### config.mk
export PLATFORM = sky130hd
export DESIGN_NAME = switch_sync
export DESIGN_NICKNAME = d
export VERILOG_FILES = /design/src/sync_pkg.sv /design/src/switch_sync.sv /design/src/hold_timer.sv /design/src/error_combiner.sv
export SDC_FILE = /design/constraint.sdc
export NUM_CORES = 1
export LEC_CHECK = 0
export BUFFER_PORTS_ARGS = -buffer_cell sky130_fd_sc_hd__buf_2
export CORE_MARGIN = 10
export CORE_UTILIZATION = 30
export CTS_BUF_LIST = sky130_fd_sc_hd__clkbuf_4 sky130_fd_sc_hd__clkbuf_8
export DETAILED_ROUTE_END_ITERATION = 10
export SLEW_MARGIN = 0
export SYNTH_ARGS = -nofsm -noshare
export SYNTH_HDL_FRONTEND = slang
export SYNTH_SLANG_ARGS = --single-unit
export TNS_END_PERCENT = 5
### constraint.sdc
create_clock -name pclk -period 7.4 [get_ports pclk]
set_clock_uncertainty 0.2 [all_clocks]
set_input_delay 2.22 -clock pclk [delete_from_list [all_inputs] [get_ports pclk]]
set_output_delay 2.22 -clock pclk [all_outputs]
set_load 0.005 [all_outputs]
### src/sync_pkg.sv
// Shared constants for the switch synchroniser and its error combiner.
// Assumes a 250 MHz pclk and an APB register port with 32-bit data.
package sync_pkg;
  // Register byte offsets.
  localparam logic [11:0] CTRL_OFF = 12'h000;
  localparam logic [11:0] HOLD_OFF = 12'h004;
  localparam logic [11:0] FORCE_OFF = 12'h008;
  localparam logic [11:0] STATUS_OFF = 12'h00C;
  // Control field positions.
  localparam int CASC_BIT = 0;
  localparam int ANTI_BIT = 1;
  localparam int NUM_LSB = 2;
  localparam int INV_LSB = 5;
  localparam int TWO_ERR_BIT = 11;
  localparam int CNUM_LSB = 12;
  // Status field positions.
  localparam int ST_ERR_BIT = 6;
  localparam int ST_RUN_BIT = 7;
  localparam int ST_CASC_BIT = 8;
  localparam int ST_COMB_LSB = 9;
  // Reset values and hold limits, hold counted in 10 ms steps.
  localparam logic [2:0] NUM_RST = 3'h6;
  localparam logic [9:0] HOLD_RST = 10'h001;
  localparam logic [9:0] HOLD_MIN = 10'h001;
  localparam logic [9:0] HOLD_MAX = 10'h3E8;
  // Timing.
  localparam int unsigned CLK_NS = 4;
  localparam int unsigned TEN_MS_NS = 10000000;
  localparam int unsigned TEN_MS_CYC = TEN_MS_NS / CLK_NS;
  localparam int unsigned LOGIC_NS = 4000000;
  localparam int unsigned LOGIC_CYC = LOGIC_NS / CLK_NS;

  // Mask of the signals in use for a configured count of 1 to 6.
  function automatic logic [5:0] used_mask(input logic [2:0] n);
    case (n)
      3'h1: used_mask = 6'h01;
      3'h2: used_mask = 6'h03;
      3'h3: used_mask = 6'h07;
      3'h4: used_mask = 6'h0F;
      3'h5: used_mask = 6'h1F;
      default: used_mask = 6'h3F;
    endcase
  endfunction

  // High when any complete used pair is not one low and one high.
  function automatic logic pair_fault(input logic [5:0] v,
                                      input logic [5:0] m);
    pair_fault = 1'b0;
    for (int p = 0; p < 3; p++) begin
      if (m[2*p+1] && (v[2*p] == v[2*p+1])) begin
        pair_fault = 1'b1;
      end
    end
  endfunction
endpackage

### src/switch_sync.sv
// Switch synchroniser with antivalence check, cascade link and a
// companion error-output combiner, all behind an APB register port.
// Assumes all pin inputs are synchronous to pclk and that a cascade
// peer loop returns through a one-logic-cycle marker register.
//
// Notes on behaviour
// - With cascade enabled the unit drives a cascade output too.
// - Chained units release more than six inputs in one logic cycle.
// - A cascade-started timer is shortened by one logic cycle for the marker delay.
// - Cascade input rising edge starts timer from previous cycle time.
// - At expiry outputs copy inputs, whatever the check, and then hold.
// - Antivalence check runs at every expiry when enabled.
// - Any used pair not one-low-one-high raises the antivalence error.
// - Error clears only after a later clean synchronisation or when run goes low.
// - Stop-to-run loads outputs and checks at once, no hold wait.
// - Combiner takes one or two error inputs.
// - Combiner handles one to six data inputs and outputs.
// - Each combiner output has its own forced high or low value.
// - Any configured error high forces used outputs; otherwise they follow inputs.
// - Hold is 10 ms to 10 s in 10 ms steps.
// - Without cascade any used input change starts the timer.
// - An inverted input is evaluated and output complemented.
// - One unit handles one to six inputs in three pairs.
//
// Decided for this implementation: register access over APB and the placing of the registers.
`timescale 1ns/10ps
`default_nettype none
module switch_sync #(
  parameter logic [31:0] LOGIC_CYC = sync_pkg::LOGIC_CYC,
  parameter logic [31:0] TEN_MS_CYC = sync_pkg::TEN_MS_CYC
) (
  // Clock, reset and enable.
  input wire logic pclk,
  input wire logic presetn,
  input wire logic ce,
  // APB slave.
  input wire logic psel,
  input wire logic penable,
  input wire logic pwrite,
  input wire logic [11:0] paddr,
  input wire logic [31:0] pwdata,
  output logic [31:0] prdata,
  output logic pready,
  output logic pslverr,
  // Controller run state, high in Run.
  input wire logic run,
  // Synchroniser link.
  input wire logic [5:0] sync_in,
  input wire logic cascade_in,
  output logic [5:0] sync_out,
  output logic antival_err,
  output logic cascade_out,
  // Error combiner link.
  input wire logic [5:0] comb_in,
  input wire logic comb_err1,
  input wire logic comb_err2,
  output logic [5:0] comb_out
);
  ////////////////////////////////////////////////////////////////////
  // State.
  typedef struct packed {
    logic [31:0] tick_cnt;
    logic run_q;
    logic [5:0] samp;
    logic casc_in;
    logic [5:0] out;
    logic err;
    logic casc_out;
    logic casc_en;
    logic anti_en;
    logic [2:0] num;
    logic [5:0] inv;
    logic two_err;
    logic [2:0] cnum;
    logic [9:0] hold;
    logic [5:0] force_v;
    logic [31:0] prdata;
    logic pready;
    logic pslverr;
  } state_t;
  state_t q, d;

  logic tick;
  logic first;
  logic load_now;
  logic changed;
  logic start_nc;
  logic start_c;
  logic tmr_clear;
  logic tmr_done;
  logic tmr_run;
  logic tmr_exp;
  logic [5:0] mask;
  logic [5:0] vals;
  logic [31:0] target;
  logic [9:0] hold_w;
  logic wr_now;

  ////////////////////////////////////////////////////////////////////
  // Logic-cycle decode and synchroniser events.

  // A logic cycle ends on tick; all synchroniser link behaviour happens only then.
  assign tick = (q.tick_cnt == LOGIC_CYC - 32'h1);
  assign mask = sync_pkg::used_mask(q.num);
  assign vals = (sync_in ^ q.inv) & mask;
  assign changed = (vals != q.samp);
  assign first = tick && run && !q.run_q;
  // Expiry is only looked at on a tick, so outputs move at boundaries.
  assign tmr_done = tick && run && tmr_exp;
  assign load_now = first || tmr_done;
  // Stopping or a fresh start drops any hold in progress.
  assign tmr_clear = tick && (!run || first);
  // A change while holding is absorbed by the hold already running.
  assign start_nc = tick && run && !first && !q.casc_en && changed
                    && !tmr_run;
  assign start_c = tick && run && !first && q.casc_en && cascade_in
                   && !q.casc_in && !tmr_run;
  // The product stays under 2**32 for the largest hold of 10 s.
  assign target = 32'(q.hold) * TEN_MS_CYC;
  assign hold_w = pwdata[9:0];
  assign wr_now = psel && penable && pwrite && q.pready && !q.pslverr;

  ////////////////////////////////////////////////////////////////////
  // Hold timer.
  // A cascade start is counted from the previous logic cycle, which
  // also makes up for the cycle lost in the marker loop.
  hold_timer u_timer (
    .clk(pclk),
    .rst_n(presetn),
    .ce(ce),
    .start(start_nc || start_c),
    .clear(tmr_clear),
    .done(tmr_done),
    .preload(start_c ? LOGIC_CYC : 32'h0),
    .target(target),
    .running(tmr_run),
    .expired(tmr_exp)
  );

  ////////////////////////////////////////////////////////////////////
  // Next-state logic.
  always_comb begin
    d = q;
    d.tick_cnt = tick ? 32'h0 : q.tick_cnt + 32'h1;
    if (tick) begin
      d.run_q = run;
      d.casc_in = cascade_in;
      d.samp = vals;
      // Peers see this through the marker one logic cycle later.
      d.casc_out = run && q.casc_en && changed && !first;
      if (!run) begin
        d.out = 6'h00;
        d.err = 1'b0;
      end else if (load_now) begin
        d.out = vals;
        // The data path above ignores the check result on purpose.
        d.err = q.anti_en && sync_pkg::pair_fault(vals, mask);
      end
    end
    // APB setup phase: answer in the first access cycle.
    d.pready = psel && !penable;
    d.pslverr = 1'b0;
    if (psel && !penable) begin
      d.prdata = 32'h0;
      case (paddr)
        sync_pkg::CTRL_OFF: begin
          d.prdata[sync_pkg::CASC_BIT] = q.casc_en;
          d.prdata[sync_pkg::ANTI_BIT] = q.anti_en;
          d.prdata[sync_pkg::NUM_LSB +: 3] = q.num;
          d.prdata[sync_pkg::INV_LSB +: 6] = q.inv;
          d.prdata[sync_pkg::TWO_ERR_BIT] = q.two_err;
          d.prdata[sync_pkg::CNUM_LSB +: 3] = q.cnum;
        end
        sync_pkg::HOLD_OFF: d.prdata[9:0] = q.hold;
        sync_pkg::FORCE_OFF: d.prdata[5:0] = q.force_v;
        sync_pkg::STATUS_OFF: begin
          d.prdata[5:0] = q.out;
          d.prdata[sync_pkg::ST_ERR_BIT] = q.err;
          d.prdata[sync_pkg::ST_RUN_BIT] = tmr_run;
          d.prdata[sync_pkg::ST_CASC_BIT] = q.casc_out;
          d.prdata[sync_pkg::ST_COMB_LSB +: 6] = comb_out;
        end
        default: d.pslverr = 1'b1;
      endcase
    end
    // Writes land at the access edge that also samples pready.
    if (wr_now) begin
      case (paddr)
        sync_pkg::CTRL_OFF: begin
          d.casc_en = pwdata[sync_pkg::CASC_BIT];
          d.anti_en = pwdata[sync_pkg::ANTI_BIT];
          d.num = pwdata[sync_pkg::NUM_LSB +: 3];
          d.inv = pwdata[sync_pkg::INV_LSB +: 6];
          d.two_err = pwdata[sync_pkg::TWO_ERR_BIT];
          d.cnum = pwdata[sync_pkg::CNUM_LSB +: 3];
        end
        sync_pkg::HOLD_OFF: begin
          // Out-of-range holds are clamped rather than refused.
          if (hold_w < sync_pkg::HOLD_MIN) begin
            d.hold = sync_pkg::HOLD_MIN;
          end else if (hold_w > sync_pkg::HOLD_MAX) begin
            d.hold = sync_pkg::HOLD_MAX;
          end else begin
            d.hold = hold_w;
          end
        end
        sync_pkg::FORCE_OFF: d.force_v = pwdata[5:0];
        default: d.hold = q.hold;
      endcase
    end
  end

  ////////////////////////////////////////////////////////////////////
  // State register; a low ce freezes everything.
  always_ff @(posedge pclk or negedge presetn) begin
    if (!presetn) begin
      q <= '{tick_cnt: 32'h0, run_q: 1'b0, samp: 6'h00,
             casc_in: 1'b0, out: 6'h00, err: 1'b0, casc_out: 1'b0,
             casc_en: 1'b0, anti_en: 1'b0, num: sync_pkg::NUM_RST,
             inv: 6'h00, two_err: 1'b0, cnum: sync_pkg::NUM_RST,
             hold: sync_pkg::HOLD_RST, force_v: 6'h00,
             prdata: 32'h0, pready: 1'b0, pslverr: 1'b0};
    end else if (ce) begin
      q <= d;
    end
  end

  ////////////////////////////////////////////////////////////////////
  // Outputs straight from flip-flops.
  assign prdata = q.prdata;
  assign pready = q.pready;
  assign pslverr = q.pslverr;
  assign sync_out = q.out;
  assign antival_err = q.err;
  assign cascade_out = q.casc_out;

  ////////////////////////////////////////////////////////////////////
  // Error combiner, registered inside its own module.
  error_combiner u_comb (
    .clk(pclk),
    .rst_n(presetn),
    .ce(ce),
    .two_err(q.two_err),
    .num(q.cnum),
    .force_val(q.force_v),
    .data_in(comb_in),
    .err1(comb_err1),
    .err2(comb_err2),
    .data_out(comb_out)
  );
endmodule
`default_nettype wire

### src/hold_timer.sv
// Hold timer of the switch synchroniser, counted in pclk cycles.
// Assumes the caller samples expiry only on logic-cycle ticks.
`timescale 1ns/10ps
`default_nettype none
module hold_timer (
  // Clock, reset and enable.
  input wire logic clk,
  input wire logic rst_n,
  input wire logic ce,
  // Control.
  input wire logic start,
  input wire logic clear,
  input wire logic done,
  input wire logic [31:0] preload,
  input wire logic [31:0] target,
  // State.
  output logic running,
  output logic expired
);
  typedef enum logic {T_IDLE, T_HOLD} tstate_t;
  typedef struct packed {
    tstate_t st;
    logic [31:0] elapsed;
  } state_t;
  state_t q, d;

  // Elapsed time saturates so a stalled consumer never sees a wrap.
  always_comb begin
    d = q;
    if (clear) begin
      d.st = T_IDLE;
      d.elapsed = 32'h0;
    end else begin
      case (q.st)
        T_IDLE: if (start) begin
          d.st = T_HOLD;
          d.elapsed = preload;
        end
        T_HOLD: if (done) begin
          d.st = T_IDLE;
        end else if (q.elapsed != 32'hFFFFFFFF) begin
          d.elapsed = q.elapsed + 32'h1;
        end
        default: d.st = T_IDLE;
      endcase
    end
  end

  always_ff @(posedge clk or negedge rst_n) begin
    if (!rst_n) begin
      q <= '{st: T_IDLE, elapsed: 32'h0};
    end else if (ce) begin
      q <= d;
    end
  end

  assign running = (q.st == T_HOLD);
  assign expired = running && (q.elapsed >= target);
endmodule
`default_nettype wire

### src/error_combiner.sv
// Error-output combiner: forces configured values while an error is high.
// Assumes data and error inputs are synchronous to clk.
`timescale 1ns/10ps
`default_nettype none
module error_combiner (
  // Clock, reset and enable.
  input wire logic clk,
  input wire logic rst_n,
  input wire logic ce,
  // Configuration.
  input wire logic two_err,
  input wire logic [2:0] num,
  input wire logic [5:0] force_val,
  // Data.
  input wire logic [5:0] data_in,
  input wire logic err1,
  input wire logic err2,
  output logic [5:0] data_out
);
  typedef struct packed {
    logic [5:0] out;
  } state_t;
  state_t q, d;
  logic err;
  logic [5:0] mask;
  logic [5:0] nxt;

  // The second error input only counts when it is configured.
  assign err = err1 || (two_err && err2);
  assign mask = sync_pkg::used_mask(num);

  // Unused outputs are held low so they never look like live data.
  for (genvar i = 0; i < 6; i++) begin : g_out
    assign nxt[i] = mask[i] && (err ? force_val[i] : data_in[i]);
  end

  always_comb begin
    d = q;
    d.out = nxt;
  end

  always_ff @(posedge clk or negedge rst_n) begin
    if (!rst_n) begin
      q <= '{out: 6'h00};
    end else if (ce) begin
      q <= d;
    end
  end
  assign data_out = q.out;
endmodule
`default_nettype wire

=== Word level (Yosys, flattened, before mapping) ===
Index checks and enable logic that the tools add are counted.

* Divide/modulo/power cells: 0
* Shift-type cells: 0
* Reductions and logical operators: 53
* Eq/ne operators: 23
* Multipliers: 1
* Bitwise operators: 3
* $lt $le $gt $ge: 3
* Multiplexer cells: 31
* Add/sub/neg operators: 2

{| class="wikitable"
|+ Operator list
! kind !! number
|-
| $mux 32 || 3
|-
| $mux 33 || 2
|-
| $pmux 33 s2 || 1
|-
| $add 32x1->32 const B || 2
|-
| $pmux 6 s5 || 2
|-
| $eq 32x20->1 const B || 1
|-
| $ge 32x32->1 || 1
|-
| $logic_and 1x1->1 || 32
|-
| $ne 32x32->1 const B || 1
|-
| $mul 10x17->27 const B || 1
|-
| $eq 12x4->1 const B || 2
|-
| $pmux 6 s4 || 1
|-
| $mux 10 || 2
|-
| $mux 20 || 1
|-
| $mux 1 || 15
|-
| $mux 7 || 2
|-
| $eq 12x3->1 const B || 1
|-
| $eq 3x2->1 const B || 4
|-
| $eq 3x3->1 const B || 4
|-
| $logic_not 12->1 || 1
|-
| $pmux 4 s3 || 1
|-
| $reduce_and 3->1 || 4
|-
| $gt 10x10->1 const B || 1
|-
| $lt 10x1->1 const B || 1
|-
| 15 further kinds || 30
|}

* Input port bits: 66
* Memories: 0
* Bits in read-only memories: 0
* Bits in registers: 135
* RAM bits: 0
* Bits in latches: 0

=== Logic depth before layout (Yosys ltp) ===
* Depth after elaboration: 14
* Mapped depth: 31

=== Hierarchy ===
From an unflattened synthesis, not the netlist that was laid out.

* Cell total of the unflattened synthesis: 1206
* Area total of the unflattened synthesis: 11158.2 µm²

{| class="wikitable"
|+ Modules (own cells, without submodules)
! module !! instances !! area each (µm²) !! cells an instance
|-
| switch_sync || 1 || 7845.0 || 802
|-
| hold_timer || 1 || 2952.8 || 368
|-
| error_combiner || 1 || 360.3 || 36
|}

=== Least setup slack after synthesis ===
Ideal clock, no wire load.

* Kind: reg-to-reg
* From: register q[48] (netlist bit)
* To: register u_timer.q[6] (netlist bit)
* Arrival: 7.097 ns
* Buffers on the path: 2
* Data required time: 7.120 ns
* Clock period less this slack: 7.377 ns
* Library setup time: 0.080 ns
* Stages on the path, launching flop included: 29
* Setup slack: 0.023 ns
* Cells stage by stage: dfrtp_1 > inv_1 > ha_1 > inv_1 > fa_1 > fa_1 > fa_1 > fa_1 > ha_1 > a21oi_1 > o211ai_1 > a2111oi_2 > nor3_1 > o31ai_1 > o21ai_1 > a221o_1 > a21oi_1 > xor2_1 > ha_1 > a21o_1 > a211oi_1 > o211ai_1 > nand2_1 > a2111oi_4 > or4_1 > buf_2 > buf_6 > o211a_1 > o22ai_2

* Longest elaborated chain between the ends: 6

{| class="wikitable"
|+ RTL lines
! what !! line !! text
|-
| from (decl) || switch_sync.sv:81 || <nowiki>state_t q, d;</nowiki>
|-
| from (signal assigned) || switch_sync.sv:217 || <nowiki>q <= '{tick_cnt: 32'h0, run_q: 1'b0, samp: 6'h00,</nowiki>
|-
| $mul 10x17->27 || switch_sync.sv:119 || <nowiki>assign target = 32'(q.hold) * TEN_MS_CYC;</nowiki>
|-
| $ge 32x32->1 || hold_timer.sv:58 || <nowiki>assign expired = running && (q.elapsed >= target);</nowiki>
|-
| $logic_and 1x1->1 || hold_timer.sv:58 ||
|-
| $logic_and 1x1->1 || switch_sync.sv:109 || <nowiki>assign tmr_done = tick && run && tmr_exp;</nowiki>
|-
| $ne 3x3->1 (no source line) || - ||
|-
| $reduce_and 4->1 (no source line) || - ||
|-
| to (signal assigned) || hold_timer.sv:51 || <nowiki>q <= '{st: T_IDLE, elapsed: 32'h0};</nowiki>
|-
| to (decl) || hold_timer.sv:25 || <nowiki>state_t q, d;</nowiki>
|}

No other way between the ends.
A chain may end at the register's enable or synchronous reset.

=== Worst setup path after layout ===
* From: register q[45] (netlist bit)
* To: register u_timer.q[14] (netlist bit)

Same word-level chain as after synthesis.

==> metrics.csv <==
stage,metric,value,unit
cts,clock_latency,0.47,ns
place,placed_cell_area,11600,sq um
detailed_routing,drc_errors,0,
power,power.density,127,nW/um^2
cts,clkSinkCount,135,
synthesis,yosysUniqueCellTypes,75,
synthesis,yosysTopAreaCell,dfrtp_1,
global_route,grt_pass1_wl,44.5,mm
power,p_leak,6.38,nW
synthesis,synthArstFlopShare,1.00,
critical_path,crit_required,7.58,ns
finish,postLayoutCoreUtil,0.363,
die,core_area,34500,sq um
cts,cts.hold.buffers_added,0,
global_route,grt_usage,0.124,
synthesis,yosys-mux-area-fraction,0.0503,
run,cap_violations,0,
synthesis,synth-edff-count,0,
detailed_routing,wire_per_inst,16.4,um
finish,area_growth,19.2,%
detailed_routing,drt-initial-drc-count,516,
global_route,overflow,0,
cts,clkTransAtPathRegs,0.10,ns
critical_path,max_stage_delay,0.58,ns
synthesis,yosys_most_used_dff,dfrtp_1,
critical_path,end_kind,flop,
detailed_routing,drt-pass1-iter-count,7,
finish,drive_above_1_share,0.244,
cts,cts_max_level,4,
timing,finalHoldViolations,0,
cts,numCtsBuffers,17,
power,power,0.00159,W
detailed_routing,final_antenna_net_count,0,
synthesis,yosysWarnings,0,
die,rows,68,
synthesis,syn_inst,1092,
die,die_y,207,um
place,place_ws,-0.378,ns
place,placed_cells,1640,
critical_path,cp-start-kind,flop,
timing,max_freq,0.136,GHz
critical_path,cp_data_arrival_time,7.54,ns
critical_path,crit_type,flop to flop,
finish,final_nets,1437,
timing,maxSlewViolCount,0,
die,dieArea,42900,sq um
global_route,grt_pass1_vias,8327,
place,io_buffers,79,
detailed_routing,vias,8369,
timing,period_minus_slack,7.36,ns
global_route,grt_antenna_before_repair,0,
status,status,completed,
timing,fin_ws,0.0440,ns
timing,rsz0062_at_grt,yes,
synthesis,synth_seq_cells,135,
finish,diodes,0,
finish,fillers,3559,
place,dp_hpwl,21.2,mm
hold_path,min_path_type,flop to flop,
finish,stdcell_area,12500,sq um
die,fp.dieW,207,um
timing,min_period_over_period,0.994,
synthesis,synthTopCellsByArea,"dfrtp_1 (31%), ha_1 (15%), fa_1 (5.5%)",
timing,setup_viol,0,
synthesis,synth-seq-area-share,0.322,
cts,cts_buffer_depth,2,
cts,tritoncts,built,
die,ios,114,
critical_path,crit_path_max_fanout,6,
place,place.gp.congestion,0.836,
global_route,grt_max_degree,90,
synthesis,synthSimpleGateAreaFrac,0.145,
cts,clockRootBuffer,clkbuf_8,
timing,slew_headroom,0.390,
critical_path,slowest_stage,or4_4,
die,start_util,0.304,
synthesis,synth-compound-area-share,0.146,
power,peakVddDrop,0.0965,mV
finish,instances_no_fill,1686,
synthesis,synthXorXnorAreaFrac,0.0567,
timing,worst_pin_slew,0.912,ns
synthesis,synth_top_family_by_area,adder cells,
synthesis,synth-adder-area-share,0.203,
synthesis,synthDominantCellAreaShare,0.310,
synthesis,avgSynthCellArea,9.62,sq um
detailed_routing,via_per_inst,4.96,
detailed_routing,routed_wl,27.7,mm
synthesis,syn_area,10500,sq um
Yosys cell counts (all sizes together) (18+ instances only):
cell type  count
nor3          24
a31oi         18
dfrtp        130
clkbuf        23
nor2          49
a21oi         35
ha           124
mux2          32
xor2          30
nand4         18
a21o          30
nand2        106
inv           99
nand3         24
buf           46
fa            29
xnor2         38
o21ai         41
and3          20
through the flow:
| step | hold slack [ns] | TNS [ns] |
|---|---|---|
| finish | 0.275 | 0 |
| global placement | 0.247 | -10.20 |
| floorplan | 0.230 | 0 |
| detailed placement | 0.252 | -10.75 |
| global route | 0.292 | -6.99 |
| CTS | 0.275 | 0 |
power breakdown:
group / leakage, nW / internal, W / switching, W
clock: 0.222 / 0.000322 / 0.000376
combinational: 4.35 / 0.0000454 / 0.0000680
sequential: 1.81 / 0.000758 / 0.0000234
total: 6.38 / 0.00113 / 0.000467
layout make-up:
cell class	count	area, sq um	area share
sequential	135	3390	0.270
timing repair buffer	160	1090	0.0869
clock buffer	17	234	0.0187
tap	455	569	0.0455
multi-input combinational	804	6670	0.533
inverter	100	375	0.0300
clock inverter	15	199	0.0159
routing by layer:
layer | GRT usage | wire length, um
met1 | 0.169 | 13000
met2 | 0.204 | 13300
met3 | 0.0227 | 1080
met4 | 0.0228 | 261
met5 | 0 | 0
cells in the final DEF, fill, tap and decap left out, types with 17 or more instances in the layout:
master,n
dfrtp_1,128
ha_1,115
nand2_1,103
inv_1,97
buf_2,78
buf_4,72
nor2_1,46
xnor2_1,38
o21ai_0,32
mux2_2,32
a21oi_1,31
a21o_1,30
xor2_1,29
fa_1,28
nand3_1,24
and3_1,20
nor3_1,19
nand4_1,18
conb_1,17
clkbuf_8,17
logic make-up (layout without fill, tap and decap cells):
kind of cell,Yosys count,count (layout)
and+or+nand+nor,306,306
AOI/OAI and AO/OA,215,215
buffers and inverters,169,292
adders and majority gates,153,153
DFF,135,135
xor gates and xnor gates,68,68
muxes,45,45
other,1,17
flip-flops by register name (all words and copies together), names as in the netlist:
register	flops
q	71
u_timer.q	32
prdata	15
sync_out	6
u_comb.data_out	6
antival_err	1
cascade_out	1
pready	1
pslverr	1
u_timer.running	1
repair_timing:
item,CTS,global route
gates cloned,0,2
pin swaps,20,49
gates resized for setup,17,50
buffers inserted,6,6
hold endpoints to repair,0,0
setup endpoints to repair,39,39
critical path, delay by kind of cell, from the launching register on:
family                   cells  cell delay [ns]
AO/OA/AOI/OAI               11             2.10
AND/OR/NAND/NOR              5             1.42
XOR/XNOR                     1             0.09
adder cells (fa/ha/maj)      7             2.49
flip-flops                   1             0.40
buffers and inverters        5             0.57
final timing paths:
check | endpoint | cells past startpoint | from | slack, ns
setup / recovery | u_timer.q[14]$_DFFE_PN0P_ | 29 | q[45]$_DFFE_PN0P_ | 0.04
hold reg to reg | q[73]$_DFFE_PN0P_ | 2 | q[73]$_DFFE_PN0P_ | 0.27
hold / removal | q[73]$_DFFE_PN0P_ | 2 | q[73]$_DFFE_PN0P_ | 0.27
min in group asynchronous | u_timer.q[22]$_DFFE_PN0P_ | 1 | presetn | 1.64
max in group asynchronous | u_timer.q[12]$_DFFE_PN0P_ | 2 | presetn | 4.18
setup reg to reg | u_timer.q[14]$_DFFE_PN0P_ | 29 | q[45]$_DFFE_PN0P_ | 0.04
No activity file was read; power rests on OpenSTA's default activity.
